[src/verilog/wwdg_regs.vh]
// constants for the window watchdog with wake recognition
`ifndef WWDG_REGS_VH
`define WWDG_REGS_VH
`define WWDG_LEAD_PERIODS 3922
`define WWDG_CLOSED_PERIODS 800
`define WWDG_OPEN_PERIODS 840
`define WWDG_NRES_PERIODS 157
`define WWDG_CLK_MHZ 25
`define WWDG_TRIG_MIN_NS 3000
`define WWDG_POR_US 10000
`define WWDG_SHORT_US 4000
`define WWDG_OPEN_US 7000
`define WWDG_OSC_DIV 312
`define WWDG_BUS_FILT 750
`define WWDG_WAKE_FILT 1250
`define WWDG_PH_IDLE 3'h0
`define WWDG_PH_LEAD 3'h1
`define WWDG_PH_CLOSED 3'h2
`define WWDG_PH_OPEN 3'h3
`define WWDG_PH_RESET 3'h4
`define WWDG_PH_POR 3'h5
`define WWDG_MD_PRENORM 2'h0
`define WWDG_MD_NORMAL 2'h1
`define WWDG_MD_SILENT 2'h2
`define WWDG_MD_SLEEP 2'h3
`endif

[src/verilog/wwdg_filter.v]
// low-level hold filter with one-cycle qualified pulse
`timescale 1ns/100ps
`default_nettype none
module wwdg_filter #(
	parameter integer COUNT = 75,
	parameter integer W = 20
) (
	input wire clk,
	input wire rst_n,
	input wire active_low_in,
	output reg qualified_q
);
	reg [W-1:0] cnt_q;
	reg done_q;
	always @(posedge clk or negedge rst_n) begin
		if (!rst_n) begin
			cnt_q <= {W{1'b0}};
			done_q <= 1'b0;
			qualified_q <= 1'b0;
		end else begin
			qualified_q <= 1'b0;
			if (active_low_in) begin
				cnt_q <= {W{1'b0}};
				done_q <= 1'b0;
			end else if (!done_q) begin
				if (cnt_q >= COUNT[W-1:0] - {{(W-1){1'b0}}, 1'b1}) begin
					done_q <= 1'b1;
					qualified_q <= 1'b1;
				end else begin
					cnt_q <= cnt_q + {{(W-1){1'b0}}, 1'b1};
				end
			end
		end
	end
endmodule // wwdg_filter
`default_nettype wire

[src/verilog/wwdg_top.v]
// window watchdog with wake-up request and source recognition
`timescale 1ns/100ps
`default_nettype none
`include "wwdg_regs.vh"
module wwdg_top #(
	parameter integer OSC_DIV = `WWDG_OSC_DIV,
	parameter integer POR_CYCLES = `WWDG_POR_US * `WWDG_CLK_MHZ,
	parameter integer SHORT_CYCLES = `WWDG_SHORT_US * `WWDG_CLK_MHZ,
	parameter integer OPEN_CYCLES = `WWDG_OPEN_US * `WWDG_CLK_MHZ,
	parameter integer BUS_FILT = `WWDG_BUS_FILT,
	parameter integer WAKE_FILT = `WWDG_WAKE_FILT
) (
	input wire clk,
	input wire rst_n,
	input wire mode_enable,
	input wire txd_in,
	input wire bus_low,
	input wire bus_weak_low,
	input wire wake_pin,
	input wire low_trigger_input,
	input wire high_trigger_input,
	input wire debug_mode,
	input wire vcc_undervoltage,
	input wire timebase_resistor_short,
	input wire timebase_resistor_open,
	output reg reset_out_n_q,
	output reg rxd_out_q,
	output reg txd_out_q,
	output reg txd_oe_q,
	output reg termination_on_q,
	output reg [1:0] mode_q
);
	// one clock past the limit, so a pulse of exactly 3us stays a glitch
	localparam integer TRIG_CYC = (`WWDG_TRIG_MIN_NS * `WWDG_CLK_MHZ + 999) / 1000 + 1;
	// ---------------------------------------------------------------
	// wake filters
	// ---------------------------------------------------------------
	wire bus_wake;
	wire pin_wake;
	wire weak_wake;
	// filters only run while asleep; bus traffic when awake never wakes
	wire asleep = (mode_q == `WWDG_MD_SILENT) || (mode_q == `WWDG_MD_SLEEP);
	wwdg_filter #(.COUNT(BUS_FILT), .W(20)) u_bus (
		.clk(clk),
		.rst_n(rst_n),
		.active_low_in(~(bus_low & asleep)),
		.qualified_q(bus_wake)
	);
	wwdg_filter #(.COUNT(WAKE_FILT), .W(20)) u_pin (
		.clk(clk),
		.rst_n(rst_n),
		.active_low_in(wake_pin | ~asleep),
		.qualified_q(pin_wake)
	);
	wwdg_filter #(.COUNT(WAKE_FILT), .W(20)) u_weak (
		.clk(clk),
		.rst_n(rst_n),
		.active_low_in(~(bus_weak_low & asleep)),
		.qualified_q(weak_wake)
	);
	// ---------------------------------------------------------------
	// trigger synchronisers and width qualification
	// ---------------------------------------------------------------
	reg low_trigger_input_s1_q, low_trigger_input_s2_q, high_trigger_input_s1_q, high_trigger_input_s2_q;
	reg [7:0] nw_q, pw_q;
	reg trig_evt_q;
	always @(posedge clk or negedge rst_n) begin
		if (!rst_n) begin
			low_trigger_input_s1_q <= 1'b1;
			low_trigger_input_s2_q <= 1'b1;
			high_trigger_input_s1_q <= 1'b0;
			high_trigger_input_s2_q <= 1'b0;
			nw_q <= 8'h00;
			pw_q <= 8'h00;
			trig_evt_q <= 1'b0;
		end else begin
			low_trigger_input_s1_q <= low_trigger_input;
			low_trigger_input_s2_q <= low_trigger_input_s1_q;
			high_trigger_input_s1_q <= high_trigger_input;
			high_trigger_input_s2_q <= high_trigger_input_s1_q;
			trig_evt_q <= 1'b0;
			// count active level; fire once when the pulse outlasts the glitch limit
			if (low_trigger_input_s2_q) begin
				nw_q <= 8'h00;
			end else if (nw_q != 8'hFF) begin
				nw_q <= nw_q + 8'h01;
			end
			if (!high_trigger_input_s2_q) begin
				pw_q <= 8'h00;
			end else if (pw_q != 8'hFF) begin
				pw_q <= pw_q + 8'h01;
			end
			if (nw_q == TRIG_CYC[7:0] - 8'h01 && !low_trigger_input_s2_q) begin
				trig_evt_q <= 1'b1;
			end
			if (pw_q == TRIG_CYC[7:0] - 8'h01 && high_trigger_input_s2_q) begin
				trig_evt_q <= 1'b1;
			end
		end
	end
	// ---------------------------------------------------------------
	// oscillator tick
	// ---------------------------------------------------------------
	// free running, so a phase may end up to one tick early
	reg [15:0] div_q;
	reg tick_q;
	always @(posedge clk or negedge rst_n) begin
		if (!rst_n) begin
			div_q <= 16'h0000;
			tick_q <= 1'b0;
		end else if (div_q >= OSC_DIV[15:0] - 16'h0001) begin
			div_q <= 16'h0000;
			tick_q <= 1'b1;
		end else begin
			div_q <= div_q + 16'h0001;
			tick_q <= 1'b0;
		end
	end
	// ---------------------------------------------------------------
	// mode and wake flags
	// ---------------------------------------------------------------
	reg en_d1_q;
	reg wake_req_q;
	reg silent_wake_q;
	wire en_fall = en_d1_q & ~mode_enable;
	// wake beats a same-cycle enable; the enable clears it a cycle later
	wire any_wake = bus_wake | pin_wake | weak_wake;
	always @(posedge clk or negedge rst_n) begin
		if (!rst_n) begin
			en_d1_q <= 1'b0;
			mode_q <= `WWDG_MD_PRENORM;
			wake_req_q <= 1'b0;
			txd_out_q <= 1'b0;
			txd_oe_q <= 1'b0;
			rxd_out_q <= 1'b1;
			termination_on_q <= 1'b1;
			silent_wake_q <= 1'b0;
		end else begin
			en_d1_q <= mode_enable;
			silent_wake_q <= 1'b0;
			if (vcc_undervoltage) begin
				mode_q <= `WWDG_MD_PRENORM;
				termination_on_q <= 1'b1;
			end else if (any_wake) begin
				mode_q <= `WWDG_MD_PRENORM;
				wake_req_q <= 1'b1;
				txd_out_q <= bus_wake;
				termination_on_q <= 1'b1;
				silent_wake_q <= (mode_q == `WWDG_MD_SILENT);
			end else if (mode_enable) begin
				mode_q <= `WWDG_MD_NORMAL;
				wake_req_q <= 1'b0;
				txd_out_q <= 1'b0;
			end else if (en_fall && mode_q == `WWDG_MD_NORMAL) begin
				mode_q <= txd_in ? `WWDG_MD_SILENT : `WWDG_MD_SLEEP;
				termination_on_q <= 1'b0;
			end
			// source pin driven only while the host still holds enable low
			txd_oe_q <= (mode_q == `WWDG_MD_PRENORM) && !mode_enable;
			// receive stays low through sleep as well
			rxd_out_q <= ~wake_req_q & (mode_q != `WWDG_MD_SLEEP);
		end
	end
	// ---------------------------------------------------------------
	// watchdog phase machine
	// ---------------------------------------------------------------
	reg [2:0] ph_q;
	reg [11:0] pcnt_q;
	reg [23:0] por_q;
	reg [23:0] fault_q;
	reg [7:0] rcnt_q;
	wire wd_off = debug_mode | asleep;
	wire fault_hit = (timebase_resistor_short && fault_q >= SHORT_CYCLES[23:0]) ||
		(timebase_resistor_open && fault_q >= OPEN_CYCLES[23:0]);
	// a broken resistor stops the real oscillator, so faults count plain clocks
	always @(posedge clk or negedge rst_n) begin
		if (!rst_n) begin
			fault_q <= 24'h000000;
		end else if (!(timebase_resistor_short || timebase_resistor_open) || fault_hit) begin
			fault_q <= 24'h000000;
		end else begin
			fault_q <= fault_q + 24'h000001;
		end
	end
	// ---------------------------------------------------------------
	// phase sequencing
	// ---------------------------------------------------------------
	always @(posedge clk or negedge rst_n) begin
		if (!rst_n) begin
			ph_q <= `WWDG_PH_POR;
			pcnt_q <= 12'h000;
			rcnt_q <= 8'h00;
			por_q <= 24'h000000;
			reset_out_n_q <= 1'b0;
		end else begin
			// pulse length counter only runs inside a watchdog reset
			if (ph_q != `WWDG_PH_RESET) begin
				rcnt_q <= 8'h00;
			end
			// undervoltage outranks every phase; the sequence starts over
			if (vcc_undervoltage || (mode_q == `WWDG_MD_SLEEP && any_wake)) begin
				ph_q <= `WWDG_PH_POR;
				pcnt_q <= 12'h000;
				por_q <= 24'h000000;
				reset_out_n_q <= 1'b0;
			end else if (mode_q == `WWDG_MD_SLEEP) begin
				ph_q <= `WWDG_PH_IDLE;
				pcnt_q <= 12'h000;
				reset_out_n_q <= 1'b0;
			end else if (fault_hit && ph_q != `WWDG_PH_POR && !wd_off) begin
				ph_q <= `WWDG_PH_RESET;
				pcnt_q <= 12'h000;
				rcnt_q <= 8'h00;
				reset_out_n_q <= 1'b0;
			end else begin
				case (ph_q)
					`WWDG_PH_POR: begin
						reset_out_n_q <= 1'b0;
						pcnt_q <= 12'h000;
						if (por_q >= POR_CYCLES[23:0] - 24'h000001) begin
							ph_q <= `WWDG_PH_LEAD;
							pcnt_q <= 12'h000;
							reset_out_n_q <= 1'b1;
						end else begin
							por_q <= por_q + 24'h000001;
						end
					end
					`WWDG_PH_IDLE: begin
						reset_out_n_q <= 1'b1;
						pcnt_q <= 12'h000;
						// a silent wake starts the lead with the receive pin's fall
						if (!wd_off || silent_wake_q) begin
							ph_q <= `WWDG_PH_LEAD;
						end
					end
					`WWDG_PH_RESET: begin
						reset_out_n_q <= 1'b0;
						pcnt_q <= 12'h000;
						if (tick_q) begin
							if (rcnt_q >= `WWDG_NRES_PERIODS - 1) begin
								ph_q <= `WWDG_PH_LEAD;
								reset_out_n_q <= 1'b1;
							end else begin
								rcnt_q <= rcnt_q + 8'h01;
							end
						end
					end
					default: begin
						if (wd_off) begin
							ph_q <= `WWDG_PH_IDLE;
						end else if (trig_evt_q && ph_q == `WWDG_PH_CLOSED) begin
							ph_q <= `WWDG_PH_RESET;
							pcnt_q <= 12'h000;
							reset_out_n_q <= 1'b0;
						end else if (trig_evt_q) begin
							ph_q <= `WWDG_PH_CLOSED;
							pcnt_q <= 12'h000;
						end else if (tick_q) begin
							if ((ph_q == `WWDG_PH_LEAD && pcnt_q >= `WWDG_LEAD_PERIODS - 1) ||
								(ph_q == `WWDG_PH_OPEN && pcnt_q >= `WWDG_OPEN_PERIODS - 1)) begin
								ph_q <= `WWDG_PH_RESET;
								pcnt_q <= 12'h000;
								reset_out_n_q <= 1'b0;
							end else if (ph_q == `WWDG_PH_CLOSED &&
								pcnt_q >= `WWDG_CLOSED_PERIODS - 1) begin
								ph_q <= `WWDG_PH_OPEN;
								pcnt_q <= 12'h000;
							end else begin
								pcnt_q <= pcnt_q + 12'h001;
							end
						end
					end
				endcase
			end
		end
	end
endmodule // wwdg_top
`default_nettype wire
[config.mk]
export PLATFORM = sky130hd
export DESIGN_NAME = wwdg_top
export DESIGN_NICKNAME = d
export VERILOG_FILES = /design/src/verilog/wwdg_filter.v /design/src/verilog/wwdg_top.v
export VERILOG_INCLUDE_DIRS = /design/src /design/src/verilog
export SDC_FILE = /design/constraint.sdc
export NUM_CORES = 1
export LEC_CHECK = 0
export ABC_AREA = 1
export BUFFER_PORTS_ARGS = -buffer_cell sky130_fd_sc_hd__buf_4
export CELL_PAD_IN_SITES_DETAIL_PLACEMENT = 1
export CELL_PAD_IN_SITES_GLOBAL_PLACEMENT = 1
export CORE_MARGIN = 4
export CORE_UTILIZATION = 44
export DETAILED_ROUTE_END_ITERATION = 8
export HOLD_SLACK_MARGIN = 0.08
export PLACE_DENSITY_LB_ADDON = 0.1
export RECOVER_POWER = 50
export SETUP_SLACK_MARGIN = 0.2
export SLEW_MARGIN = 20
export SYNTH_ARGS = -nofsm -noshare
export SYNTH_HDL_FRONTEND = slang
export SYNTH_SLANG_ARGS = --single-unit
[constraint.sdc]
create_clock -name clk -period 2.65 [get_ports clk]
set_clock_uncertainty 0.2 [all_clocks]
set_input_delay 0.1325 -clock clk [delete_from_list [all_inputs] [get_ports clk]]
set_output_delay 0.1325 -clock clk [all_outputs]
set_load 0.1 [all_outputs]
==> summary.txt, run 1 <==
Synthesis
  • Primary FF master, synth: dfrtp_1
  • Avg Cell Area, Syn: 8.18 µm²
  • Synth top area share: 47.4%
  • Register area share after synthesis: 49.1%
  • EDFF count, synth: 0
  • Combinational family with the most area after synthesis: simple AND/OR/NAND/NOR gates
  • Post-Synthesis Cells: 1,156
  • Post-Synth Adder-Cell Area: 2.65%
  • Area leader, netlist: dfrtp_1
  • Simple-Gate Fraction of Synth Area: 28.2%
  • Synth Area in Compound Gates: 7.68%
  • Top area cells in the synthesized netlist: dfrtp_1 47%, nand2_1 8.1%, nor2_1 7.0%
  • FFs w/ async S/R, synth: 100%
  • Post-Synth XOR/XNOR Area: 4.26%
  • Cell with the most instances after synthesis: nand2_1
  • Synthesized cell area: 0.00945 mm²
  • Synth Register Bits: 185
  • Yosys warnings: 0
  • Post-synth top cells: 203 x nand2_1, 179 x dfrtp_1, 177 x nor2_1
  • Netlist cell types: 55
  • Mux contribution to synthesized area: 0%

STA
  • F_max: 438 MHz
  • Slew Viols, Final: 0
  • Final hold violations: 0
  • RSZ-0062 raised after global routing: false
  • Setup Total Neg Slack: 0 ns
  • Slew margin rel.: 8.21%
  • Finish-stage setup viols: 0
  • Final Cycle Share: 86.2%
  • Worst-margin pin slew: 1.38 ns
  • Final min period: 2.29 ns

Place
  • Port bufs: 19
  • Detail Placement HPWL: 15.9 mm
  • GPL Wtd Cong: 0.835

CTS
  • H-tree depth: 4
  • Longest Clk Path Bufs: 2
  • CTS buffer count: 17
  • Clk root buf: clkbuf_16
  • Post-CTS setup buffer count: 0
  • Clk slew on worst S/H paths: 0.07 ns
  • CTS tree: built
  • Clock sinks: 185
  • Skew-Pair Late Insertion Delay: 0.44 ns

Critical path
  • Crit path max fanout: 5
  • Critical path, cell by cell: nor2_1, nor2_2, nand2_1, a21oi_2, nand2_1, nor2_1, nand3_1, nand2_1, nor2_4, nand2_1, nand2_1, nand2_1
  • CP max-delay cell: dfstp_2
  • Worst EP arrival: 2.45 ns
  • Setup Crit Path Kind: flop to flop
  • Most common cell on crit path: nand2_1
  • CP max stage delay: 0.59 ns
  • Largest delay share family, worst path: simple AND/OR/NAND/NOR gates
  • CP startpoint kind: flop
  • Required @ worst endpoint: 2.82 ns
  • Reg2reg setup slack: 0.36 ns
  • WP buf/inv: 0
  • CP endpoint kind: flop

Floorplan
  • Starting Density: 44.8%
  • Die ar.: 0.0239 mm²
  • I/O Pins: 20
  • Die Y-Extent: 155 µm
  • Die W: 155 µm
  • Core Area: 0.0211 mm²
  • FP Rows: 53

Route
  • Top sig layer: met4
  • M1 WL: 10.6 mm
  • DRC errors left: 0
  • Iteration count of the initial detailed-routing pass: 5
  • Met3 wire len: 616 µm
  • Wirelength, routed: 22.2 mm
  • Via Count: 7,672
  • Post-route ant nets: 0
  • Via-to-Cell Ratio: 5.08
  • Routed len/inst: 14.7 µm
  • DR WL met2: 10.7 mm
  • Detailed Route Iter0 Violations: 246

Pwr
  • Seq pwr share: 47.0%
  • Sw frac: 30.8%
  • Max VDD drop: 0.473 mV
  • Internal: 4470 µW
  • Pleak: 0.00485 µW
  • Clock power share: 37.6%
  • Comb power frac: 15.4%
  • Sw Pwr: 1990 µW
  • Cell Pwr Density: 601 mW/mm²

Global route
  • All-Layer GR Usage: 19.9%
  • Antenna violations before repair: 0
  • Wire length of the first global-routing pass: 39.2 mm
  • Overflow after GRT: 0
  • Vias in the first global route: 8,036
  • Largest net degree at the start of global routing: 43

Cells and area
  • Proportion of layout cells with a drive suffix above 1: 10.7%
  • Fill cells: 2,561
  • Nets: 1,255
  • Final Core Density: 51.0%
  • Antenna Cells: 0
  • Synth-to-layout area growth: 13.8%

Min path
  • Worst Hold Class: primary input to asynchronous set/reset pin

Run status
  • Status: completed

Job
  • Max Cap Violations: 0
## sequential cells by signal, indices dropped and copies added (netlist names), 2 cells and up
name	count
u_bus.cnt_q	20
u_weak.cnt_q	20
pw_q	8
pcnt_q	12
fault_q	24
nw_q	8
mode_q	2
ph_q	3
por_q	24
div_q	16
u_pin.cnt_q	20
rcnt_q	8
## metal layers
| layer | track usage [%] | vias to the layer above |
|---|---|---|
| li1 | - | 3840 |
| met1 | 27.0 | 3749 |
| met2 | 32.9 | 64 |
| met3 | 3.89 | 19 |
| met4 | 5.09 | 0 |
| met5 | 0 | - |
## path summary, 6_finish.rpt
| check | start | endpoint | cells past startpoint |
|---|---|---|---|
| setup / recovery | ph_q[0] | ph_q[1] | 12 |
| max in group asynchronous | rst_n | fault_q[21] | 3 |
| hold reg to reg | low_trigger_input_s1_q | low_trigger_input_s2_q | 0 |
| hold / removal | rst_n | rxd_out_q | 2 |
| setup reg to reg | ph_q[0] | ph_q[1] | 12 |
| min in group clk | low_trigger_input | low_trigger_input_s1_q | 2 |
## power groups by stage
stage          registers (µW)  logic [µW]  clock network, µW
2_1_floorplan            3130         625                  0
3_3_place_gp             3080         958                  0
3_5_place_dp             3090         965                  0
4_1_cts                  3030        1000               2530
5_1_grt                  3050        1110               2640
6_report                 3030         995               2430
## layout by cell type, fill, tap and decap left out, drive strengths merged, types with 3 or more instances in the layout
master,netlist,final
dfrtp,179,179
o21a,4,4
clkinv,5,11
nor2,185,185
and3,3,3
nand4,28,28
nand2,227,227
a31oi,6,6
xnor2,9,9
ha,20,20
a211oi,4,4
dlygate4sd3,0,14
nand3,81,81
o21ai,49,49
o22ai,5,5
inv,175,180
xor2,37,37
nor3b,6,6
conb,1,13
a21oi,27,27
nor4,14,14
clkbuf,5,32
buf,9,22
dfstp,6,6
o31ai,11,11
nor3,41,41
## cell type report
cell class                 count  area, µm²  area share [%]
tap                          275        344            3.20
sequential                   185       4640            43.2
inverter                     180        676            6.28
clock buffer                  19        443            4.12
timing repair buffer          49        379            3.53
clock inverter                13        118            1.09
multi-input combinational    789       4150            38.6
## metrics by stage
step	hold WS, ns	setup slack, ns	area, µm²	instances	total power [µW]
floorplan	-0.363	0.234	9500	1168	3750
global placement	-0.0339	0.312	10000	1463	4040
detailed placement	-0.0404	0.265	10000	1463	4050
CTS	0.111	0.244	10800	1510	6570
global route	0.116	0.129	10800	1510	6800
finish	0.101	0.365	10800	1510	6460
## timing repair
item,CTS,global route
hold buffers,15,0
hold endpoints to repair,243,0
setup endpoints to repair,0,51
resized for setup,0,15
## logic make-up (layout without fill, tap and decap cells)
| logic type | after synthesis | in the layout |
|---|---|---|
| simple gates | 590 | 590 |
| buf+inv | 194 | 261 |
| flops | 185 | 185 |
| compound gates | 120 | 120 |
| xor+xnor | 46 | 46 |
| fa+ha+maj | 20 | 20 |
| other cells | 1 | 13 |
Note: power is estimated with default switching activity, not from simulation.
==> inputs of run 2 (changes only) <==
Settings changed: CORE_ASPECT_RATIO set to 1.75.
==> run 2 against run 1 <==
Net effect:
- maximum frequency fell by 0.72%
- worst setup slack got worse by 0.017 ns
- clock power rose by 7%
- register-to-register slack got worse by 0.02 ns
- via count rose by 1.6%
- total power rose by 2.5%
- critical path depth did not move
- die area rose by 0.38%
- hold slack got worse by 0.062 ns
- sequential share of layout area fell by 0.17 points
==> summary.txt, run 2 (synthesis results as in run 1) <==
Cells and area
  • Multi-input gate area: 0.00415 mm²
  • Synth-to-layout area growth: 14.2%
  • Fill cells: 2,556
  • Nets: 1,259
  • Antenna Cells: 0
  • Registers with the most flip-flops: fault_q: 24 flops, por_q: 24 flops
  • Leading cell type in the layout, fill and taps excluded: nand2_1
  • Cell Count, Final, Fillers Out: 1,491
  • Sequential cell area: 0.00464 mm²
  • Proportion of layout cells with a drive suffix above 1: 11.2%
  • Most frequent cells in the layout: 201 x nand2_1, 177 x dfrtp_1, 173 x nor2_1

Route
  • DRC errors left: 0
  • Wirelength, routed: 23.2 mm
  • Iteration count of the initial detailed-routing pass: 5
  • Via Count: 7,791
  • Routed len/inst: 15.5 µm
  • Via-to-Cell Ratio: 5.23
  • Detailed Route Iter0 Violations: 237
  • Post-route ant nets: 0

Floorplan
  • Starting Density: 45.0%
  • I/O Pins: 20
  • Die ar.: 0.0240 mm²
  • Core Area: 0.0210 mm²
  • Die W: 119 µm
  • Die Y-Extent: 202 µm
  • FP Rows: 70

CTS
  • CTS buffer count: 17
  • Skew-Pair Late Insertion Delay: 0.44 ns
  • Clk slew on worst S/H paths: 0.07 ns
  • Clk root buf: clkbuf_16
  • Longest Clk Path Bufs: 2
  • CTS tree: built
  • H-tree depth: 4
  • Clock sinks: 185

Pwr
  • Cell Pwr Density: 613 mW/mm²
  • Pleak: 0.00487 µW
  • Clock power share: 39.1%
  • Max VDD drop: 0.625 mV
  • Seq pwr share: 45.8%
  • Internal: 4650 µW
  • Comb power frac: 15.1%
  • Sw frac: 29.7%
  • Pwr Total: 6620 µW
  • Sw Pwr: 1970 µW

Critical path
  • CP startpoint kind: flop
  • Critical path depth in cells: 12
  • Worst r2r src: fault_q[11]
  • Largest delay share family, worst path: simple AND/OR/NAND/NOR gates
  • CP max stage delay: 0.58 ns
  • CP max-delay cell: dlygate4sd3_1
  • CP endpoint kind: flop
  • Crit path max fanout: 10
  • WP buf/inv: 2
  • Worst EP arrival: 2.44 ns
  • Start point of the critical path: fault_q[11]
  • R2R cell count: 12
  • Required @ worst endpoint: 2.79 ns
  • Setup Crit Path Kind: flop to flop
  • Critical path, cell by cell: inv_1, nor2_1, nand2_1, nor2_1, nand3_1, nand3_1, nand2_1, nand2_4, nand2_8, dlygate4sd3_1, nand3_1, nand2_1

STA
  • Final hold violations: 0
  • Slew margin rel.: 29.5%
  • RSZ-0062 raised after global routing: true
  • Final min period: 2.30 ns
  • Worst-margin pin slew: 1.06 ns
  • Slew Viols, Final: 0
  • Setup Total Neg Slack: 0 ns
  • Finish-stage setup viols: 0
  • F_max: 434 MHz
  • Final Cycle Share: 86.9%

Global route
  • Wire length of the first global-routing pass: 40.0 mm
  • Vias in the first global route: 8,426
  • Antenna violations before repair: 0
  • Overflow after GRT: 0
  • Largest net degree at the start of global routing: 72
  • All-Layer GR Usage: 20.4%

Place
  • Port bufs: 19
  • Dpl cells: 1,444
  • GPL Wtd Cong: 0.810
  • Detail Placement HPWL: 17.2 mm

Min path
  • Worst Hold Class: primary input to asynchronous set/reset pin

Job
  • Max Cap Violations: 0

Run status
  • Status: completed
-- run 2: cell types whose count changed in the layout (fill, tap and decap cells not counted), sizes merged --
cell / previous run / this run
dlygate4sd3: 14 / 15
inv: 180 / 177
bufinv: 0 / 2
clkbuf: 32 / 29
buf: 22 / 29
-- run 2: power by group through the flow --
stage	combinational [µW]	clock (µW)	sequential, µW
4_1_cts	1010	2650	3030
5_1_grt	1130	2760	3050
3_3_place_gp	963	0	3080
6_report	999	2590	3030
2_1_floorplan	625	0	3130
3_5_place_dp	975	0	3090
-- run 2: metrics by stage --
| stage | util [%] | area (µm²) | hold slack (ns) | worst slack [ns] |
|---|---|---|---|---|
| final | 51.3 | 10800 | 0.0396 | 0.348 |
| after detailed placement | 47.8 | 10000 | -0.0126 | 0.200 |
| after floorplan | - | 9500 | -0.363 | 0.234 |
| after global placement | 47.8 | 10000 | -0.0166 | 0.264 |
| after global routing | 51.3 | 10800 | 0.0947 | 0.163 |
| after CTS | 51.3 | 10800 | 0.0836 | 0.207 |
-- run 2: worst paths after layout --
path	endpoint	slack, ns
setup / recovery	reset_out_n_q	0.35
hold / removal	fault_q[14]	0.04
setup reg to reg	reset_out_n_q	0.35
hold reg to reg	high_trigger_input_s2_q	0.15
max in group asynchronous	pcnt_q[6]	0.81
min in group clk	high_trigger_input_s2_q	0.15
-- run 2: repair_timing --
action / in CTS / in global routing
hold buffers: 15 / 0
setup endpoints to repair: 7 / 46
gates resized for setup: 1 / 14
setup buffers: 0 / 0
hold endpoints to repair: 235 / 0
-- run 2: layout make-up --
class,count,share of cell area [%]
repair buffers,53,3.91
well taps,252,2.92
clock buffers,20,4.14
clock inverters,12,1.31
flip-flops and latches,185,43.0
inverters,180,6.30
multi-input cells,789,38.4
-- run 2: routing by layer --
metal  vias to the layer above  global-route usage [%]  share of wire, %
met2                        54                    40.3                58
li1                       3826                       -                 -
met4                         0                    6.92               2.2
met3                        35                    2.97               1.3
met5                         -                       0                 0
met1                      3876                    21.5                38
-- run 2: worst register-to-register path: stages, from the launching register on --
cell           delay, ns
dfrtp_1             0.44
inv_1               0.09
nor2_1              0.11
nand2_1             0.06
nor2_1              0.13
nand3_1             0.09
nand3_1             0.07
nand2_1             0.08
nand2_4             0.11
nand2_8             0.09
dlygate4sd3_1       0.58
nand3_1             0.09
nand2_1             0.05
